==> config.mk <==
export PLATFORM = sky130hd
export DESIGN_NAME = pps_sfr_bank
export DESIGN_NICKNAME = d
export VERILOG_FILES = /design/src/pps_pkg.sv /design/src/pps_sfr_bank.sv
export SDC_FILE = /design/constraint.sdc
export NUM_CORES = 1
export LEC_CHECK = 0
export ABC_CLOCK_PERIOD_IN_PS = 4900
export BUFFER_PORTS_ARGS = -buffer_cell sky130_fd_sc_hd__buf_4
export CORE_MARGIN = 5
export CORE_UTILIZATION = 45
export CTS_BUF_LIST = sky130_fd_sc_hd__clkbuf_4
export CTS_CLUSTER_DIAMETER = 100
export CTS_CLUSTER_SIZE = 28
export DETAILED_ROUTE_END_ITERATION = 10
export GPL_TIMING_DRIVEN = 0
export PLACE_DENSITY_LB_ADDON = 0.05
export SLEW_MARGIN = 10
export SYNTH_ARGS = -nofsm -noshare
export SYNTH_HDL_FRONTEND = slang
export SYNTH_SLANG_ARGS = --single-unit
==> constraint.sdc <==
create_clock -name sys_clk_i -period 4.9 [get_ports sys_clk_i]
set_clock_uncertainty 0.05 [all_clocks]
set_input_delay 0.98 -clock sys_clk_i [delete_from_list [all_inputs] [get_ports sys_clk_i]]
set_output_delay 0.98 -clock sys_clk_i [all_outputs]
set_load 0.005 [all_outputs]
==> src/pps_pkg.sv <==
// shared constants of the pwm and port-mode register bank
package pps_pkg;
    // bus widths
    localparam int ADDR_W = 8;
    localparam int DATA_W = 8;
    localparam int DUTY_W = 10;
    localparam int CKS_W  = 2;
    localparam int MODE_W = 2;

    // register offsets as byte addresses on the register port
    localparam logic [7:0] ADR_FIRST_PERIOD      = 8'h9a;
    localparam logic [7:0] ADR_FIRST_DUTY_HIGH   = 8'h9b;
    localparam logic [7:0] ADR_SECOND_PERIOD     = 8'h9c;
    localparam logic [7:0] ADR_SECOND_DUTY_HIGH  = 8'h9d;
    localparam logic [7:0] ADR_THIRD_PERIOD      = 8'h9e;
    localparam logic [7:0] ADR_THIRD_DUTY_HIGH   = 8'h9f;
    localparam logic [7:0] ADR_PORT_TWO_DATA     = 8'ha0;
    localparam logic [7:0] ADR_CLOCK_DUTY_CTRL   = 8'ha1;
    localparam logic [7:0] ADR_PORT_ONE_MODE_LOW = 8'ha2;
    localparam logic [7:0] ADR_PORT_ONE_MODE_HI  = 8'ha3;
    localparam logic [7:0] ADR_PORT_THREE_MODE_L = 8'ha4;
    localparam logic [7:0] ADR_CONTROL_SECOND    = 8'ha7;

    // reset values
    localparam logic [7:0] RST_PERIOD     = 8'hff;
    localparam logic [7:0] RST_DUTY_HIGH  = 8'h80;
    localparam logic [5:0] RST_P2_SCRATCH = 6'h3f;
    localparam logic [1:0] RST_P2_PINS    = 2'h3;
    localparam logic [1:0] RST_DUTY_LOW   = 2'h0;
    localparam logic [1:0] RST_CKS        = 2'h2;
    localparam logic [1:0] RST_MODE       = 2'h1;
    localparam logic [7:0] RST_MODE_REG   = 8'h55;

    // field positions (low bit of each field)
    localparam int POS_SECOND_CKS   = 6;
    localparam int POS_SECOND_DL    = 4;
    localparam int POS_FIRST_CKS    = 2;
    localparam int POS_FIRST_DL     = 0;
    localparam int POS_THIRD_CKS    = 2;
    localparam int POS_THIRD_DL     = 0;
    localparam int POS_P3_PIN3_MODE = 6;
    localparam int POS_P2_SCRATCH   = 2;

    // clock select codes
    localparam logic [1:0] CKS_DIV4 = 2'h0;
    localparam logic [1:0] CKS_DIV2 = 2'h1;
    localparam logic [1:0] CKS_SYS  = 2'h2;
    localparam logic [1:0] CKS_FRC  = 2'h3;

    // pin mode codes
    localparam logic [1:0] MODE_0 = 2'h0;
    localparam logic [1:0] MODE_1 = 2'h1;
    localparam logic [1:0] MODE_2 = 2'h2;
    localparam logic [1:0] MODE_3 = 2'h3;

    // pins of port one that reach the converter in mode 3
    localparam int ADC_PINS = 6;

    // divider terminal count for the quarter rate
    localparam logic [1:0] DIV_LAST = 2'h3;
endpackage : pps_pkg

==> src/pps_sfr_bank.sv <==
// Overview of operation
// - second and third period bytes, read/write, reset to ff
// - second channel duty bits 9..2 in own byte, reset 80
// - third channel duty bits 9..2 in own byte, reset 80
// - second channel duty bits 1..0 in control bits 5..4, reset 0
// - first channel duty bits 1..0 in control bits 1..0, reset 0
// - clock select 00 /4, 01 /2, 10 full, 11 fast rc; reset 10
// - port two bits 7..2 scratch reset 3f, bits 1..0 pin data reset 11
// - each port one pin and port three pin 3 has two-bit mode field, codes map to modes 0..3, reset 01
// - mode 3 on port one pins 0..5 routes pin to converter
// - port one mode low holds pins 3..0, high holds pins 7..4
// - port three pin 3 mode in bits 7..6 of its low register
// - first channel period resets ff, duty high byte resets 80
// - third channel low duty and clock select in second control register
`timescale 1ns/1ns
module pps_sfr_bank (
    input  wire logic                        sys_clk_i,        // system clock, 50 mhz
    input  wire logic                        resetn_i,         // async reset, active low
    input  wire logic [pps_pkg::ADDR_W-1:0]  reg_addr_i,       // register address
    input  wire logic [pps_pkg::DATA_W-1:0]  reg_wdata_i,      // write data
    input  wire logic                        reg_wr_i,         // write strobe
    input  wire logic                        reg_rd_i,         // read strobe
    output logic      [pps_pkg::DATA_W-1:0]  reg_rdata_o,      // read data, cycle after strobe
    input  wire logic                        fast_rc_clock_i,  // fast rc tick, sync enable
    output logic      [pps_pkg::DATA_W-1:0]  first_period_o,   // first channel period
    output logic      [pps_pkg::DATA_W-1:0]  second_period_o,  // second channel period
    output logic      [pps_pkg::DATA_W-1:0]  third_period_o,   // third channel period
    output logic      [pps_pkg::DUTY_W-1:0]  first_duty_o,     // first channel 10-bit duty
    output logic      [pps_pkg::DUTY_W-1:0]  second_duty_o,    // second channel 10-bit duty
    output logic      [pps_pkg::DUTY_W-1:0]  third_duty_o,     // third channel 10-bit duty
    output logic      [pps_pkg::CKS_W-1:0]   first_cks_o,      // first channel clock select
    output logic      [pps_pkg::CKS_W-1:0]   second_cks_o,     // second channel clock select
    output logic      [pps_pkg::CKS_W-1:0]   third_cks_o,      // third channel clock select
    output logic                             first_tick_o,     // first channel count enable
    output logic                             second_tick_o,    // second channel count enable
    output logic                             third_tick_o,     // third channel count enable
    output logic      [1:0]                  port_two_pins_o,  // port two pin data
    output logic      [15:0]                 port_one_mode_o,  // port one modes, pin n at 2n
    output logic      [pps_pkg::ADC_PINS-1:0] port_one_adc_o,  // port one converter connects
    output logic      [pps_pkg::MODE_W-1:0]  port_three_pin3_mode_o  // port three pin 3 mode
);
    import pps_pkg::*;

    // reset release synchroniser
    logic rst_meta_r;
    logic rst_n_sync;
    always_ff @(posedge sys_clk_i or negedge resetn_i) begin
        if (!resetn_i) begin
            rst_meta_r <= 1'b0;
            rst_n_sync <= 1'b0;
        end else begin
            rst_meta_r <= 1'b1;
            rst_n_sync <= rst_meta_r;
        end
    end

    // register storage
    logic [7:0] first_channel_period_r;
    logic [7:0] first_channel_duty_high_r;
    logic [7:0] second_channel_period_r;
    logic [7:0] second_channel_duty_high_r;
    logic [7:0] third_channel_period_r;
    logic [7:0] third_channel_duty_high_r;
    logic [7:0] port_two_data_r;
    logic [7:0] pulse_clock_duty_control_r;
    logic [3:0] pulse_control_second_r;
    logic [7:0] port_one_mode_low_r;
    logic [7:0] port_one_mode_high_r;
    logic [1:0] port_three_pin3_mode_r;
    logic [7:0] rdata_nxt;
    logic [7:0] rdata_r;
    logic [1:0] div_cnt_r;
    logic       first_tick_r;
    logic       second_tick_r;
    logic       third_tick_r;

    // write hit on a given offset
    function automatic logic wr_hit(input logic [7:0] adr, input logic [7:0] off, input logic wr);
        wr_hit = wr && (adr == off);
    endfunction

    // enable pulse chosen by a clock select code
    function automatic logic pick_tick(input logic [1:0] cks, input logic [1:0] cnt, input logic fast_rc_clock);
        case (cks)
            CKS_DIV4: pick_tick = (cnt == DIV_LAST);
            CKS_DIV2: pick_tick = cnt[0];
            CKS_SYS:  pick_tick = 1'b1;
            CKS_FRC:  pick_tick = fast_rc_clock;
            default:  pick_tick = 1'b0;
        endcase
    endfunction

    // mode 3 selects the converter input
    function automatic logic is_adc(input logic [1:0] mode);
        is_adc = (mode == MODE_3);
    endfunction

    // first channel period and duty high byte
    // first channel reset
    always_ff @(posedge sys_clk_i or negedge rst_n_sync) begin
        if (!rst_n_sync) begin
            first_channel_period_r    <= RST_PERIOD;
            first_channel_duty_high_r <= RST_DUTY_HIGH;
        end else begin
            if (wr_hit(reg_addr_i, ADR_FIRST_PERIOD, reg_wr_i)) begin
                first_channel_period_r <= reg_wdata_i;
            end
            if (wr_hit(reg_addr_i, ADR_FIRST_DUTY_HIGH, reg_wr_i)) begin
                first_channel_duty_high_r <= reg_wdata_i;
            end
        end
    end

    // second channel period and duty high byte
    // second period byte
    always_ff @(posedge sys_clk_i or negedge rst_n_sync) begin
        if (!rst_n_sync) begin
            second_channel_period_r    <= RST_PERIOD;
            second_channel_duty_high_r <= RST_DUTY_HIGH;
        end else begin
            if (wr_hit(reg_addr_i, ADR_SECOND_PERIOD, reg_wr_i)) begin
                second_channel_period_r <= reg_wdata_i;
            end
            if (wr_hit(reg_addr_i, ADR_SECOND_DUTY_HIGH, reg_wr_i)) begin
                second_channel_duty_high_r <= reg_wdata_i;
            end
        end
    end

    // third channel period and duty high byte
    // third period byte
    always_ff @(posedge sys_clk_i or negedge rst_n_sync) begin
        if (!rst_n_sync) begin
            third_channel_period_r    <= RST_PERIOD;
            third_channel_duty_high_r <= RST_DUTY_HIGH;
        end else begin
            if (wr_hit(reg_addr_i, ADR_THIRD_PERIOD, reg_wr_i)) begin
                third_channel_period_r <= reg_wdata_i;
            end
            if (wr_hit(reg_addr_i, ADR_THIRD_DUTY_HIGH, reg_wr_i)) begin
                third_channel_duty_high_r <= reg_wdata_i;
            end
        end
    end

    // port two data, scratch bits and pin bits
    // port two reset
    always_ff @(posedge sys_clk_i or negedge rst_n_sync) begin
        if (!rst_n_sync) begin
            port_two_data_r <= {RST_P2_SCRATCH, RST_P2_PINS};
        end else if (wr_hit(reg_addr_i, ADR_PORT_TWO_DATA, reg_wr_i)) begin
            port_two_data_r <= reg_wdata_i;
        end
    end

    // shared clock select and low duty control
    // second low duty
    always_ff @(posedge sys_clk_i or negedge rst_n_sync) begin
        if (!rst_n_sync) begin
            pulse_clock_duty_control_r <= {RST_CKS, RST_DUTY_LOW, RST_CKS, RST_DUTY_LOW};
        end else if (wr_hit(reg_addr_i, ADR_CLOCK_DUTY_CTRL, reg_wr_i)) begin
            pulse_clock_duty_control_r <= reg_wdata_i;
        end
    end

    // third channel clock select and low duty
    // second control register
    always_ff @(posedge sys_clk_i or negedge rst_n_sync) begin
        if (!rst_n_sync) begin
            pulse_control_second_r <= {RST_CKS, RST_DUTY_LOW};
        end else if (wr_hit(reg_addr_i, ADR_CONTROL_SECOND, reg_wr_i)) begin
            pulse_control_second_r <= reg_wdata_i[3:0];
        end
    end

    // port one and port three pin modes
    // mode fields reset
    always_ff @(posedge sys_clk_i or negedge rst_n_sync) begin
        if (!rst_n_sync) begin
            port_one_mode_low_r    <= RST_MODE_REG;
            port_one_mode_high_r   <= RST_MODE_REG;
            port_three_pin3_mode_r <= RST_MODE;
        end else begin
            if (wr_hit(reg_addr_i, ADR_PORT_ONE_MODE_LOW, reg_wr_i)) begin
                port_one_mode_low_r <= reg_wdata_i;
            end
            if (wr_hit(reg_addr_i, ADR_PORT_ONE_MODE_HI, reg_wr_i)) begin
                port_one_mode_high_r <= reg_wdata_i;
            end
            if (wr_hit(reg_addr_i, ADR_PORT_THREE_MODE_L, reg_wr_i)) begin
                port_three_pin3_mode_r <= reg_wdata_i[POS_P3_PIN3_MODE +: MODE_W];
            end
        end
    end

    // read mux, reserved and unmapped bits read zero
    // exact read back
    always_comb begin
        rdata_nxt = 8'h00;
        case (reg_addr_i)
            ADR_FIRST_PERIOD:      rdata_nxt = first_channel_period_r;
            ADR_FIRST_DUTY_HIGH:   rdata_nxt = first_channel_duty_high_r;
            ADR_SECOND_PERIOD:     rdata_nxt = second_channel_period_r;
            ADR_SECOND_DUTY_HIGH:  rdata_nxt = second_channel_duty_high_r;
            ADR_THIRD_PERIOD:      rdata_nxt = third_channel_period_r;
            ADR_THIRD_DUTY_HIGH:   rdata_nxt = third_channel_duty_high_r;
            ADR_PORT_TWO_DATA:     rdata_nxt = port_two_data_r;
            ADR_CLOCK_DUTY_CTRL:   rdata_nxt = pulse_clock_duty_control_r;
            ADR_PORT_ONE_MODE_LOW: rdata_nxt = port_one_mode_low_r;
            ADR_PORT_ONE_MODE_HI:  rdata_nxt = port_one_mode_high_r;
            ADR_PORT_THREE_MODE_L: rdata_nxt = {port_three_pin3_mode_r, 6'h00};
            ADR_CONTROL_SECOND:    rdata_nxt = {4'h0, pulse_control_second_r};
            default:               rdata_nxt = 8'h00;
        endcase
    end

    // read data stands only in the cycle after the strobe
    always_ff @(posedge sys_clk_i or negedge rst_n_sync) begin
        if (!rst_n_sync) begin
            rdata_r <= 8'h00;
        end else begin
            rdata_r <= reg_rd_i ? rdata_nxt : 8'h00;
        end
    end
    assign reg_rdata_o = rdata_r;

    // free-running divider for the half and quarter rates
    always_ff @(posedge sys_clk_i or negedge rst_n_sync) begin
        if (!rst_n_sync) begin
            div_cnt_r <= 2'h0;
        end else begin
            div_cnt_r <= div_cnt_r + 2'h1;
        end
    end

    // per-channel count enables from the clock selects
    // clock source choice
    always_ff @(posedge sys_clk_i or negedge rst_n_sync) begin
        if (!rst_n_sync) begin
            first_tick_r  <= 1'b0;
            second_tick_r <= 1'b0;
            third_tick_r  <= 1'b0;
        end else begin
            first_tick_r  <= pick_tick(first_cks_o, div_cnt_r, fast_rc_clock_i);
            second_tick_r <= pick_tick(second_cks_o, div_cnt_r, fast_rc_clock_i);
            third_tick_r  <= pick_tick(third_cks_o, div_cnt_r, fast_rc_clock_i);
        end
    end
    assign first_tick_o  = first_tick_r;
    assign second_tick_o = second_tick_r;
    assign third_tick_o  = third_tick_r;

    // channel values towards the waveform logic
    // duty concatenation
    assign first_period_o  = first_channel_period_r;
    assign second_period_o = second_channel_period_r;
    assign third_period_o  = third_channel_period_r;
    assign first_duty_o    = {first_channel_duty_high_r,
                              pulse_clock_duty_control_r[POS_FIRST_DL +: 2]};
    assign second_duty_o   = {second_channel_duty_high_r,
                              pulse_clock_duty_control_r[POS_SECOND_DL +: 2]};
    assign third_duty_o    = {third_channel_duty_high_r,
                              pulse_control_second_r[POS_THIRD_DL +: 2]};
    assign first_cks_o     = pulse_clock_duty_control_r[POS_FIRST_CKS +: CKS_W];
    assign second_cks_o    = pulse_clock_duty_control_r[POS_SECOND_CKS +: CKS_W];
    assign third_cks_o     = pulse_control_second_r[POS_THIRD_CKS +: CKS_W];

    // pin data and modes
    // port one field layout
    assign port_two_pins_o        = port_two_data_r[1:0];
    assign port_one_mode_o        = {port_one_mode_high_r, port_one_mode_low_r};
    assign port_three_pin3_mode_o = port_three_pin3_mode_r;

    // converter connects for port one pins 0..5 only
    // converter routing
    always_comb begin
        for (int i = 0; i < ADC_PINS; i++) begin
            port_one_adc_o[i] = is_adc(port_one_mode_o[2*i +: MODE_W]);
        end
    end
endmodule // pps_sfr_bank

==> flow_metrics.py, run 1 <==
metrics = {
    "route": {
        "drtAntennaViolNets": 0,
        "drt_pass1_iterations": 4,
        "wire_per_inst_um": 21.6,
        "vias_per_cell": 5.51,
        "first_iter_violations": 252,
        "totalWireLength_um": 13700,
        "num_vias": 3507,
        "drc": 0,
    },
    "critical_path": {
        "crit_family": "compound AO/OA/AOI/OAI gates",
        "crit_slowest_cell": "o221ai_1",
        "r2r_end": "reg_rdata_o[6]$_DFF_PN0_",
        "crit_path_start": "reg_addr_i[0]",
        "end_kind": "flop",
        "crit_type": "in -> reg",
        "worstPathMaxFanout": 9,
        "crit_top_cell": "a21oi_1",
        "crit_buf_inv": 1,
        "cp.depth": 5,
        "crit_required_ps": 5140,
        "critical_path.cell_chain": "buf_4 -> nor2b_1 -> a21oi_1 -> o221ai_1 -> a21oi_1",
        "worstSetupEndpoint": "reg_rdata_o[7]$_DFF_PN0_",
        "setup.worst_path.start_class": "input port",
        "r2r_start": "pulse_clock_duty_control_r[6]$_DFFE_PN0P_",
        "rr_worst_depth": 3,
        "crit_arrival_ps": 2640,
        "rrSetupSlack_ps": 3320,
        "critPathMaxStageDelay_ps": 650,
    },
    "cts": {
        "ctsResizeCount": 0,
        "path_clk_slew_ps": 170,
        "tritoncts": "yes",
        "cts_setup_buffers": 0,
        "clockBufferDepth": 2,
        "cts_made_buffers": 9,
        "cts.sinks": 101,
        "cts_hold_buf": 0,
        "htreeDepth": 3,
        "cts_root_buf": "clkbuf_4",
        "clkLatencyLatePin_ps": 460,
    },
    "worst_hold_path": {
        "hp-class": "in -> async",
    },
    "grt": {
        "gr-usage-all-layers": 0.213,
        "grt_pass1_vias": 3727,
        "grt_pass1_wl_um": 21500,
        "grt_overflow": 0,
        "grt_max_degree": 64,
        "antenna_found_initial": 0,
    },
    "logic_synthesis": {
        "synthAdderAreaFrac": 0.00249,
        "synth_top_family_by_area": "multiplexers",
        "synth_mux_area_frac": 0.271,
        "yosys_most_used_dff": "dfrtp_1",
        "ys_warn_count": 0,
        "synth-edff-count": 0,
        "ys_seq_elements": 101,
        "synthesis.area_mm2": 0.00502,
        "synthArstFlopShare": 1.00,
        "synthXorXnorAreaFrac": 0,
        "synth_nets": 389,
        "yosysSeqAreaShare": 0.515,
        "synth-simple-area-share": 0.100,
        "syn_area_per_cell_um2": 13.7,
        "synth-compound-area-share": 0.0656,
        "synth_cells": 367,
        "synthDistinctLibCells": 50,
    },
    "timing": {
        "fmax_mhz": 418,
        "max_slew_margin": 0.481,
        "min_period_ps": 2390,
        "setup_tns_ps": 0,
        "hold_viol": 0,
        "worst_slew_pin_slew_ps": 778,
        "rsz0062_at_grt": "false",
        "setup-violations-final": 0,
        "fin_crit_sh": 0.489,
        "drv_slew": 0,
    },
    "floorplanning": {
        "fp.dieW_um": 116,
        "die_area_mm2": 0.0134,
        "dieHeight_um": 116,
        "start_util": 0.461,
        "core_region_area_mm2": 0.0109,
        "ios": 118,
        "rows": 38,
    },
    "finish": {
        "final_cell_mix": "buf_4 (118), mux2_2 (70), dfrtp_1 (53)",
        "nets": 513,
        "antenna_cells": 0,
        "syn_to_final_growth_pct": 23.3,
        "drive_above_1_share": 0.625,
        "layout_commonest_cell": "buf_4",
    },
    "flow_run": {
        "cap_violations": 0,
    },
    "place": {
        "port_buffers": 112,
        "dp_hpwl_um": 10000,
        "gp_congestion": 0.858,
    },
    "power": {
        "p_per_area_mw_per_mm2": 245,
        "ir_drop_mv": 0.142,
        "finalPower_w": 0.00152,
        "leakagePower_nw": 2.83,
    },
    "run_status": {
        "status": "completed",
    },
}
==> worst reg2reg max path, delay by kind of cell, from the launching register on <==
family,cells,cell delay (ps)
AO/OA/AOI/OAI,2,440
flip-flops,1,460
multiplexers,1,510
==> per-stage QoR <==
stage | util | hold WS [ps] | cell area (µm²) | instances | setup slack [ps]
2_1_floorplan | - | 281 | 5020 | 367 | 1910
3_3_place_gp | 0.554 | 288 | 6040 | 619 | 719
3_5_place_dp | 0.557 | 272 | 6070 | 620 | 1960
4_1_cts | 0.568 | 182 | 6190 | 636 | 2470
5_1_grt | 0.568 | 178 | 6190 | 636 | 2360
6_report | 0.568 | 207 | 6190 | 636 | 2510
==> final cells by class <==
| cell class | instances | area, µm² |
|---|---|---|
| inverter | 3 | 11.3 |
| multi-input combinational | 234 | 2210 |
| tap | 140 | 175 |
| sequential | 101 | 2590 |
| fill | 979 | 4700 |
| clock inverter | 5 | 37.5 |
| timing repair buffer | 113 | 868 |
| clock buffer | 11 | 82.6 |
| buffer | 29 | 211 |
==> registers in the layout (all words and copies together), names as in the netlist <==
signal and cells:
first_channel_duty_high_r 8, first_period_o 8, port_one_mode_high_r 8, port_one_mode_low_r 8
port_two_data_r 8, pulse_clock_duty_control_r 8, reg_rdata_o 8, second_channel_duty_high_r 8
second_period_o 8, third_channel_duty_high_r 8, third_period_o 8, pulse_control_second_r 4
div_cnt_r 2, port_three_pin3_mode_o 2, first_tick_o 1, rst_meta_r 1
rst_n_sync 1, second_tick_o 1, third_tick_o 1
==> cell usage after synthesis, types with 7 or more instances <==
cell type	number	area share
mux2_2	70	0.16
nand2_1	14	0.010
mux2i_1	10	0.020
o21ai_0	7	0.0070
a22oi_1	7	0.010
a21oi_1	10	0.010
nand3_1	12	0.012
and2_1	8	0.010
mux2_4	24	0.072
buf_2	7	0.0070
clkbuf_1	8	0.0060
dfstp_2	47	0.25
dfrtp_1	54	0.27
==> routing by layer <==
| metal | vias up | wire length (µm) | GRT usage |
|---|---|---|---|
| li1 | 1599 | - | - |
| met1 | 1771 | 6060 | 0.300 |
| met2 | 119 | 6480 | 0.338 |
| met3 | 18 | 947 | 0.0407 |
| met4 | 0 | 225 | 0.0619 |
| met5 | - | 0 | 0 |
==> power by group <==
| part | internal, W | switching (W) |
|---|---|---|
| Clock | 0.000118 | 0.000283 |
| Sequential | 0.000885 | 0.0000384 |
| Combinational | 0.000103 | 0.0000889 |
==> cells by family after synthesis <==
logic type	Yosys count
simple gates	76
other cells	1
compound gates	47
fa+ha+maj	1
buf+inv	32
mux	109
flops	101
==> worst min-delay path by stage <==
stage / startpoint / end / slack [ps]
after floorplan: rst_meta_r$_DFF_PN0_ / rst_n_sync$_DFF_PN0_ / 280
after global routing: resetn_i / rst_n_sync$_DFF_PN0_ / 180
after CTS: resetn_i / rst_n_sync$_DFF_PN0_ / 180
after global placement: rst_meta_r$_DFF_PN0_ / rst_n_sync$_DFF_PN0_ / 290
after detailed placement: rst_n_sync$_DFF_PN0_ / second_channel_duty_high_r[2]$_DFFE_PN0P_ / 270
final: resetn_i / rst_n_sync$_DFF_PN0_ / 210
Power figures use the tool's default switching activity.
==> inputs of run 2 (changes only) <==
--- a/config.mk
+++ b/config.mk
@@ -5,7 +5,8 @@
 export SDC_FILE = /design/constraint.sdc
 export NUM_CORES = 1
 export LEC_CHECK = 0
-export ABC_CLOCK_PERIOD_IN_PS = 4900
+export ABC_AREA = 1
+export ABC_CLOCK_PERIOD_IN_PS = 2500
 export BUFFER_PORTS_ARGS = -buffer_cell sky130_fd_sc_hd__buf_4
 export CORE_MARGIN = 5
 export CORE_UTILIZATION = 45
==> constraint.sdc (replaced) <==
create_clock -name sys_clk_i -period 2.5 [get_ports sys_clk_i]
set_clock_uncertainty 0.05 [all_clocks]
set_input_delay 0.5 -clock sys_clk_i [delete_from_list [all_inputs] [get_ports sys_clk_i]]
set_output_delay 0.5 -clock sys_clk_i [all_outputs]
set_load 0.005 [all_outputs]
==> run 2 against run 1 <==
  * Via count is 24% higher
  * Wire length is 4.9% higher
  * Global-route usage is 1.6 points higher
  * Core utilization is 0.89 points higher
  * Hold slack better by 23 ps
  * Cell area is 3.7% lower
  * Clock power is 87% higher
  * Highest routed layer unchanged
==> flow_metrics.py, run 2 <==
metrics = {
    "run_status": {
        "status": "completed",
    },
    "critical_path": {
        "worstPathMaxFanout": 4,
        "crit_required_ps": 1950,
        "end_kind": "output port",
        "crit_type": "reg -> out",
        "crit_arrival_ps": 1240,
        "setup.worst_path.start_class": "flop",
    },
    "grt": {
        "grt_overflow": 0,
        "grt_pass1_vias": 4229,
        "antenna_found_initial": 0,
        "gr-usage-all-layers": 0.229,
        "grt_max_degree": 58,
        "grt_pass1_wl_um": 22900,
    },
    "logic_synthesis": {
        "synth-edff-count": 0,
        "synthDistinctLibCells": 22,
        "yosysSeqAreaShare": 0.543,
        "yosys_most_used_dff": "dfrtp_1",
        "ys_warn_count": 0,
        "syn_area_per_cell_um2": 8.51,
        "yosysMostFrequentCell": "nand2_1",
        "synthesis.area_mm2": 0.00477,
        "ys_seq_elements": 101,
        "synth_cells": 560,
        "synthArstFlopShare": 1.00,
        "synth_nets": 582,
        "yosys-top-cells-area": "dfrtp_1 (28%), dfstp_2 (26%), nand2_1 (12%), nand3_1 (9.5%), o21ai_0 (6.2%)",
        "synth_top_area_frac": 0.284,
        "synthTopCellsByCount": "nand2_1 (158), nand3_1 (90), o21ai_0 (59), dfrtp_1 (54), dfstp_2 (47)",
        "yosys.area.top_type": "dfrtp_1",
    },
    "route": {
        "top_layer": "met4",
        "drc": 0,
        "wirelength_met1_um": 6320,
        "drtAntennaViolNets": 0,
        "wl_met2_um": 6700,
        "first_iter_violations": 266,
        "drt_pass1_iterations": 5,
        "totalWireLength_um": 14400,
        "num_vias": 4357,
        "vias_per_cell": 5.25,
        "wl_met3_um": 1020,
        "wire_per_inst_um": 17.3,
    },
    "place": {
        "dp_hpwl_um": 10700,
        "place_area_mm2": 0.00584,
        "gp_congestion": 0.838,
        "port_buffers": 116,
    },
    "floorplanning": {
        "dieHeight_um": 113,
        "start_util": 0.462,
        "fp.dieW_um": 113,
        "core_region_area_mm2": 0.0103,
        "ios": 118,
        "rows": 37,
        "die_area_mm2": 0.0127,
    },
    "timing": {
        "rsz0062_at_grt": "false",
        "setup-violations-final": 0,
        "hold_slack_ps": 230,
        "setup_tns_ps": 0,
        "max_slew_margin": 0.612,
        "min_period_ps": 1790,
        "hold_viol": 0,
        "worst_slew_pin_slew_ps": 581,
        "fmax_mhz": 558,
        "drv_slew": 0,
        "fin_crit_sh": 0.717,
    },
    "cts": {
        "cts_made_buffers": 9,
        "tritoncts": "yes",
        "clkLatencyLatePin_ps": 440,
        "clockBufferDepth": 2,
        "htreeDepth": 3,
        "cts.sinks": 101,
        "cts_root_buf": "clkbuf_4",
        "path_clk_slew_ps": 160,
    },
    "finish": {
        "layout_commonest_cell": "nand2_1",
        "antenna_cells": 0,
        "syn_to_final_growth_pct": 25.0,
        "fin_area_mm2": 0.00596,
        "final_cell_mix": "nand2_1 (158), buf_4 (122), nand3_1 (90)",
        "drive_above_1_share": 0.310,
        "nets": 711,
        "fin_util": 0.577,
    },
    "worst_hold_path": {
        "hp-class": "in -> reg",
    },
    "power": {
        "finalPower_w": 0.00300,
        "ir_drop_mv": 0.252,
        "p_per_area_mw_per_mm2": 504,
        "leakagePower_nw": 2.97,
    },
    "flow_run": {
        "cap_violations": 0,
    },
}
==> run 2: cell types whose count changed after synthesis, moves of 24 or more <==
| cell | delta |
|---|---|
| mux2_2 | -70 |
| mux2_4 | -24 |
| inv_1 | +32 |
| o21a_1 | +30 |
| nand3_1 | +78 |
| o21ai_0 | +52 |
| nor2_1 | +31 |
| nand2_1 | +144 |
==> run 2: worst paths after layout <==
path	depth (start not counted)	end	from	slack, ps
min	3	pulse_control_second_r[3]$_DFFE_PN1P_	reg_wdata_i[3]	230
max	3	port_one_adc_o[0]	port_one_mode_low_r[0]$_DFFE_PN1P_	710
min reg2reg	0	port_one_mode_high_r[5]$_DFFE_PN0P_	rst_n_sync$_DFF_PN0_	290
max reg2reg	6	reg_rdata_o[3]$_DFF_PN0_	port_one_mode_high_r[3]$_DFFE_PN0P_	1280
min in group asynchronous	2	rst_n_sync$_DFF_PN0_	resetn_i	290
max in group asynchronous	1	port_two_data_r[2]$_DFFE_PN1P_	rst_n_sync$_DFF_PN0_	1370
==> run 2: where the power goes <==
part / leakage, nW / switching [W] / internal [W]
Combinational: 1.73 / 0.000193 / 0.000193
Sequential: 1.19 / 0.0000998 / 0.00177
Clock: 0.0579 / 0.000528 / 0.000220
Total: 2.97 / 0.000821 / 0.00218
==> run 2: timing repair <==
action / 4_1_cts / 5_1_grt
endpoints found under the hold margin: 2 / 0
hold buffers: 1 / 0
gates resized for setup: 0 / 0
setup buffers: 0 / 0
==> run 2: area by class of cell <==
class / count / area, µm²
Timing Repair Buffer: 118 / 908
Multi-Input combinational cell: 395 / 1900
Tap cell: 136 / 170
Buffer: 22 / 123
Fill cell: 1001 / 4370
Sequential cell: 101 / 2590
Clock inverter: 5 / 27.5
Inverter: 42 / 158
Clock buffer: 11 / 82.6
==> run 2: cell families after synthesis <==
logic type | after synthesis | synth area share
buffers and inverters | 64 | 0.0588
flip-flops | 101 | 0.543
AO/OA/AOI/OAI | 92 | 0.115
adder cells (fa/ha/maj) | 1 | 0.00262
other | 1 | 0.000787
AND/OR/NAND/NOR | 301 | 0.280
==> run 2: stage by stage <==
| stage | std cells | worst slack (ps) |
|---|---|---|
| 6_report | 830 | 708 |
| 5_1_grt | 830 | 643 |
| 4_1_cts | 830 | 676 |
| 3_5_place_dp | 813 | 354 |
| 3_3_place_gp | 812 | 193 |
| 2_1_floorplan | 560 | 799 |
==> run 2: per-layer routing <==
| metal | track usage | vias to the layer above |
|---|---|---|
| li1 | - | 2091 |
| met1 | 0.322 | 2067 |
| met2 | 0.363 | 172 |
| met3 | 0.0385 | 27 |
| met4 | 0.0729 | 0 |
| met5 | 0 | - |
==> run 2: critical path: stages, from the launching register on <==
cell,delay [ps]
dfstp_2,590
nand2_1,60
inv_1,60
buf_4,100
==> inputs of run 3 (changes only) <==
--- a/config.mk
+++ b/config.mk
@@ -6,7 +6,7 @@
 export NUM_CORES = 1
 export LEC_CHECK = 0
 export ABC_AREA = 1
-export ABC_CLOCK_PERIOD_IN_PS = 2500
+export ABC_CLOCK_PERIOD_IN_PS = 1700
 export BUFFER_PORTS_ARGS = -buffer_cell sky130_fd_sc_hd__buf_4
 export CORE_MARGIN = 5
 export CORE_UTILIZATION = 45
==> constraint.sdc (replaced) <==
create_clock -name sys_clk_i -period 1.7 [get_ports sys_clk_i]
set_clock_uncertainty 0.05 [all_clocks]
set_input_delay 0.34 -clock sys_clk_i [delete_from_list [all_inputs] [get_ports sys_clk_i]]
set_output_delay 0.34 -clock sys_clk_i [all_outputs]
set_load 0.005 [all_outputs]
==> run 3 against run 2 <==
  * Highest routed layer unchanged
  * Non-clock buffer count up 1
  * Wire length fell by 0.40%
  * First-iteration DRC count up 43%
  * Via count is 1.5% higher
  * Critical path type unchanged
  * Count of clock-buffer cells in the layout rose by 2
  * Critical endpoint is now port_one_adc_o[5]
  * Sequential power rose by 48%
  * Final cell count grew 0.12%
  * Clock power up 89%
==> flow_metrics.py, run 3 (synthesis gave the netlist of run 2 again) <==
metrics = {
    "run_status": {
        "status": "completed",
    },
    "route": {
        "drc": 0,
        "wl_met3_um": 1030,
        "wire_per_inst_um": 17.2,
        "first_iter_violations": 380,
        "wirelength_met1_um": 6370,
        "vias_per_cell": 5.32,
        "drt_pass1_iterations": 6,
        "top_layer": "met4",
        "drtAntennaViolNets": 0,
        "totalWireLength_um": 14300,
        "num_vias": 4421,
        "wl_met2_um": 6610,
    },
    "finish": {
        "fin_util": 0.582,
        "fin_area_mm2": 0.00601,
        "fillerInstances": 959,
        "nets": 712,
        "seq_area_mm2": 0.00259,
        "syn_to_final_growth_pct": 26.1,
        "multi_input_area_mm2": 0.00190,
        "final_cell_mix": "nand2_1 (158), buf_4 (123), nand3_1 (90)",
        "layout_commonest_cell": "nand2_1",
        "drive_above_1_share": 0.312,
        "antenna_cells": 0,
    },
    "critical_path": {
        "worstPathMaxFanout": 4,
        "rrSetupSlack_ps": 470,
        "crit_required_ps": 1310,
        "crit_type": "reg -> out",
        "crit_slowest_cell": "dfstp_2",
        "crit_arrival_ps": 1230,
        "worstSetupEndpoint": "port_one_adc_o[5]",
        "setup.worst_path.start_class": "flop",
        "rr_worst_depth": 7,
        "r2r_start": "port_one_mode_low_r[4]$_DFFE_PN1P_",
        "critPathMaxStageDelay_ps": 600,
        "critical_path.cell_chain": "nand2_1 -> inv_1 -> buf_4",
        "crit_family": "flip-flops",
        "end_kind": "output port",
        "cp.depth": 3,
        "r2r_end": "reg_rdata_o[4]$_DFF_PN0_",
        "crit_buf_inv": 2,
        "crit_path_start": "port_one_mode_high_r[2]$_DFFE_PN1P_",
    },
    "floorplanning": {
        "die_area_mm2": 0.0127,
        "start_util": 0.462,
        "fp.dieW_um": 113,
        "rows": 37,
        "core_region_area_mm2": 0.0103,
        "dieHeight_um": 113,
        "ios": 118,
    },
    "timing": {
        "setup-violations-final": 0,
        "min_period_ps": 1620,
        "drv_slew": 0,
        "timing.final.ws_setup_ps": 83.9,
        "rsz0062_at_grt": "false",
        "fmax_mhz": 619,
        "fin_crit_sh": 0.951,
        "max_slew_margin": 0.523,
        "hold_viol": 0,
        "setup_tns_ps": 0,
        "worst_slew_pin_slew_ps": 715,
    },
    "flow_run": {
        "cap_violations": 0,
    },
    "cts": {
        "cts.sinks": 101,
        "cts_root_buf": "clkbuf_4",
        "clockBufferDepth": 2,
        "cts_made_buffers": 9,
        "htreeDepth": 3,
        "clkLatencyLatePin_ps": 440,
        "path_clk_slew_ps": 160,
        "tritoncts": "yes",
    },
    "grt": {
        "grt_pass1_vias": 4123,
        "antenna_found_initial": 0,
        "grt_overflow": 0,
        "gr-usage-all-layers": 0.227,
        "grt_max_degree": 100,
        "grt_pass1_wl_um": 22400,
    },
    "place": {
        "dpl_worst_slack_ps": -270,
        "port_buffers": 116,
        "gp_congestion": 0.853,
        "dp_hpwl_um": 10500,
        "place_area_mm2": 0.00581,
    },
    "worst_hold_path": {
        "worstHoldStart": "reg_wdata_i[1]",
        "hp-class": "in -> reg",
    },
    "power": {
        "leakagePower_nw": 3.01,
        "p_per_area_mw_per_mm2": 787,
        "ir_drop_mv": 0.490,
    },
}
## run 3: cell types whose count changed in the layout (fill, tap and decap cells not counted), sizes merged
cell      delta
clkbuf       +2
bufinv       +2
buf          +1
clkinvlp     -2
clkinv       -2
## run 3: worst min-delay path by stage
stage | to | slack [ps] | cells past startpoint
floorplan | rst_meta_r$_DFF_PN0_ | -6 | 0
global placement | rst_meta_r$_DFF_PN0_ | 70 | 1
detailed placement | rst_meta_r$_DFF_PN0_ | 70 | 1
CTS | pulse_control_second_r[1]$_DFFE_PN0P_ | 40 | 3
global route | pulse_control_second_r[1]$_DFFE_PN0P_ | 40 | 3
finish | pulse_control_second_r[1]$_DFFE_PN0P_ | 60 | 3
## run 3: area by class of cell
class,count,area share
Buffer,22,0.0204
Clock buffer,13,0.0162
Clock inverter,3,0.0106
Inverter,42,0.0262
Multi-Input combinational cell,395,0.316
Sequential cell,101,0.431
Tap cell,136,0.0283
Timing Repair Buffer,119,0.151
## run 3: metal layers
layer,GRT usage,up-vias
li1,-,2105
met1,0.327,2113
met2,0.346,175
met3,0.0449,28
met4,0.0753,0
met5,0,-
## run 3: tightest hold or removal path: cells and delay by family
kind / cells / cell delay, ps
buffers and inverters: 1 / 80
AOI/OAI and AO/OA: 1 / 60
and+or+nand+nor: 1 / 40
## run 3: through the flow
step           total power (W)  hold WS (ps)  cells
3_5_place_dp           0.00336          74.8    812
3_3_place_gp           0.00334          71.8    812
2_1_floorplan          0.00298         -5.59    560
4_1_cts                0.00477          40.6    829
6_report               0.00473          59.1    831
5_1_grt                0.00493          45.0    831
## run 3: report_power, final
part	internal [W]	switching, W
sequential	0.00260	0.000153
clock	0.000662	0.000750
combinational	0.000283	0.000279
total	0.00355	0.00118
## run 3: repair_timing
action	CTS	global route
buffers inserted	0	1
hold endpoints to repair	2	0
endpoints found under the setup margin	0	1
hold buffers	1	0
gates resized for setup	0	0
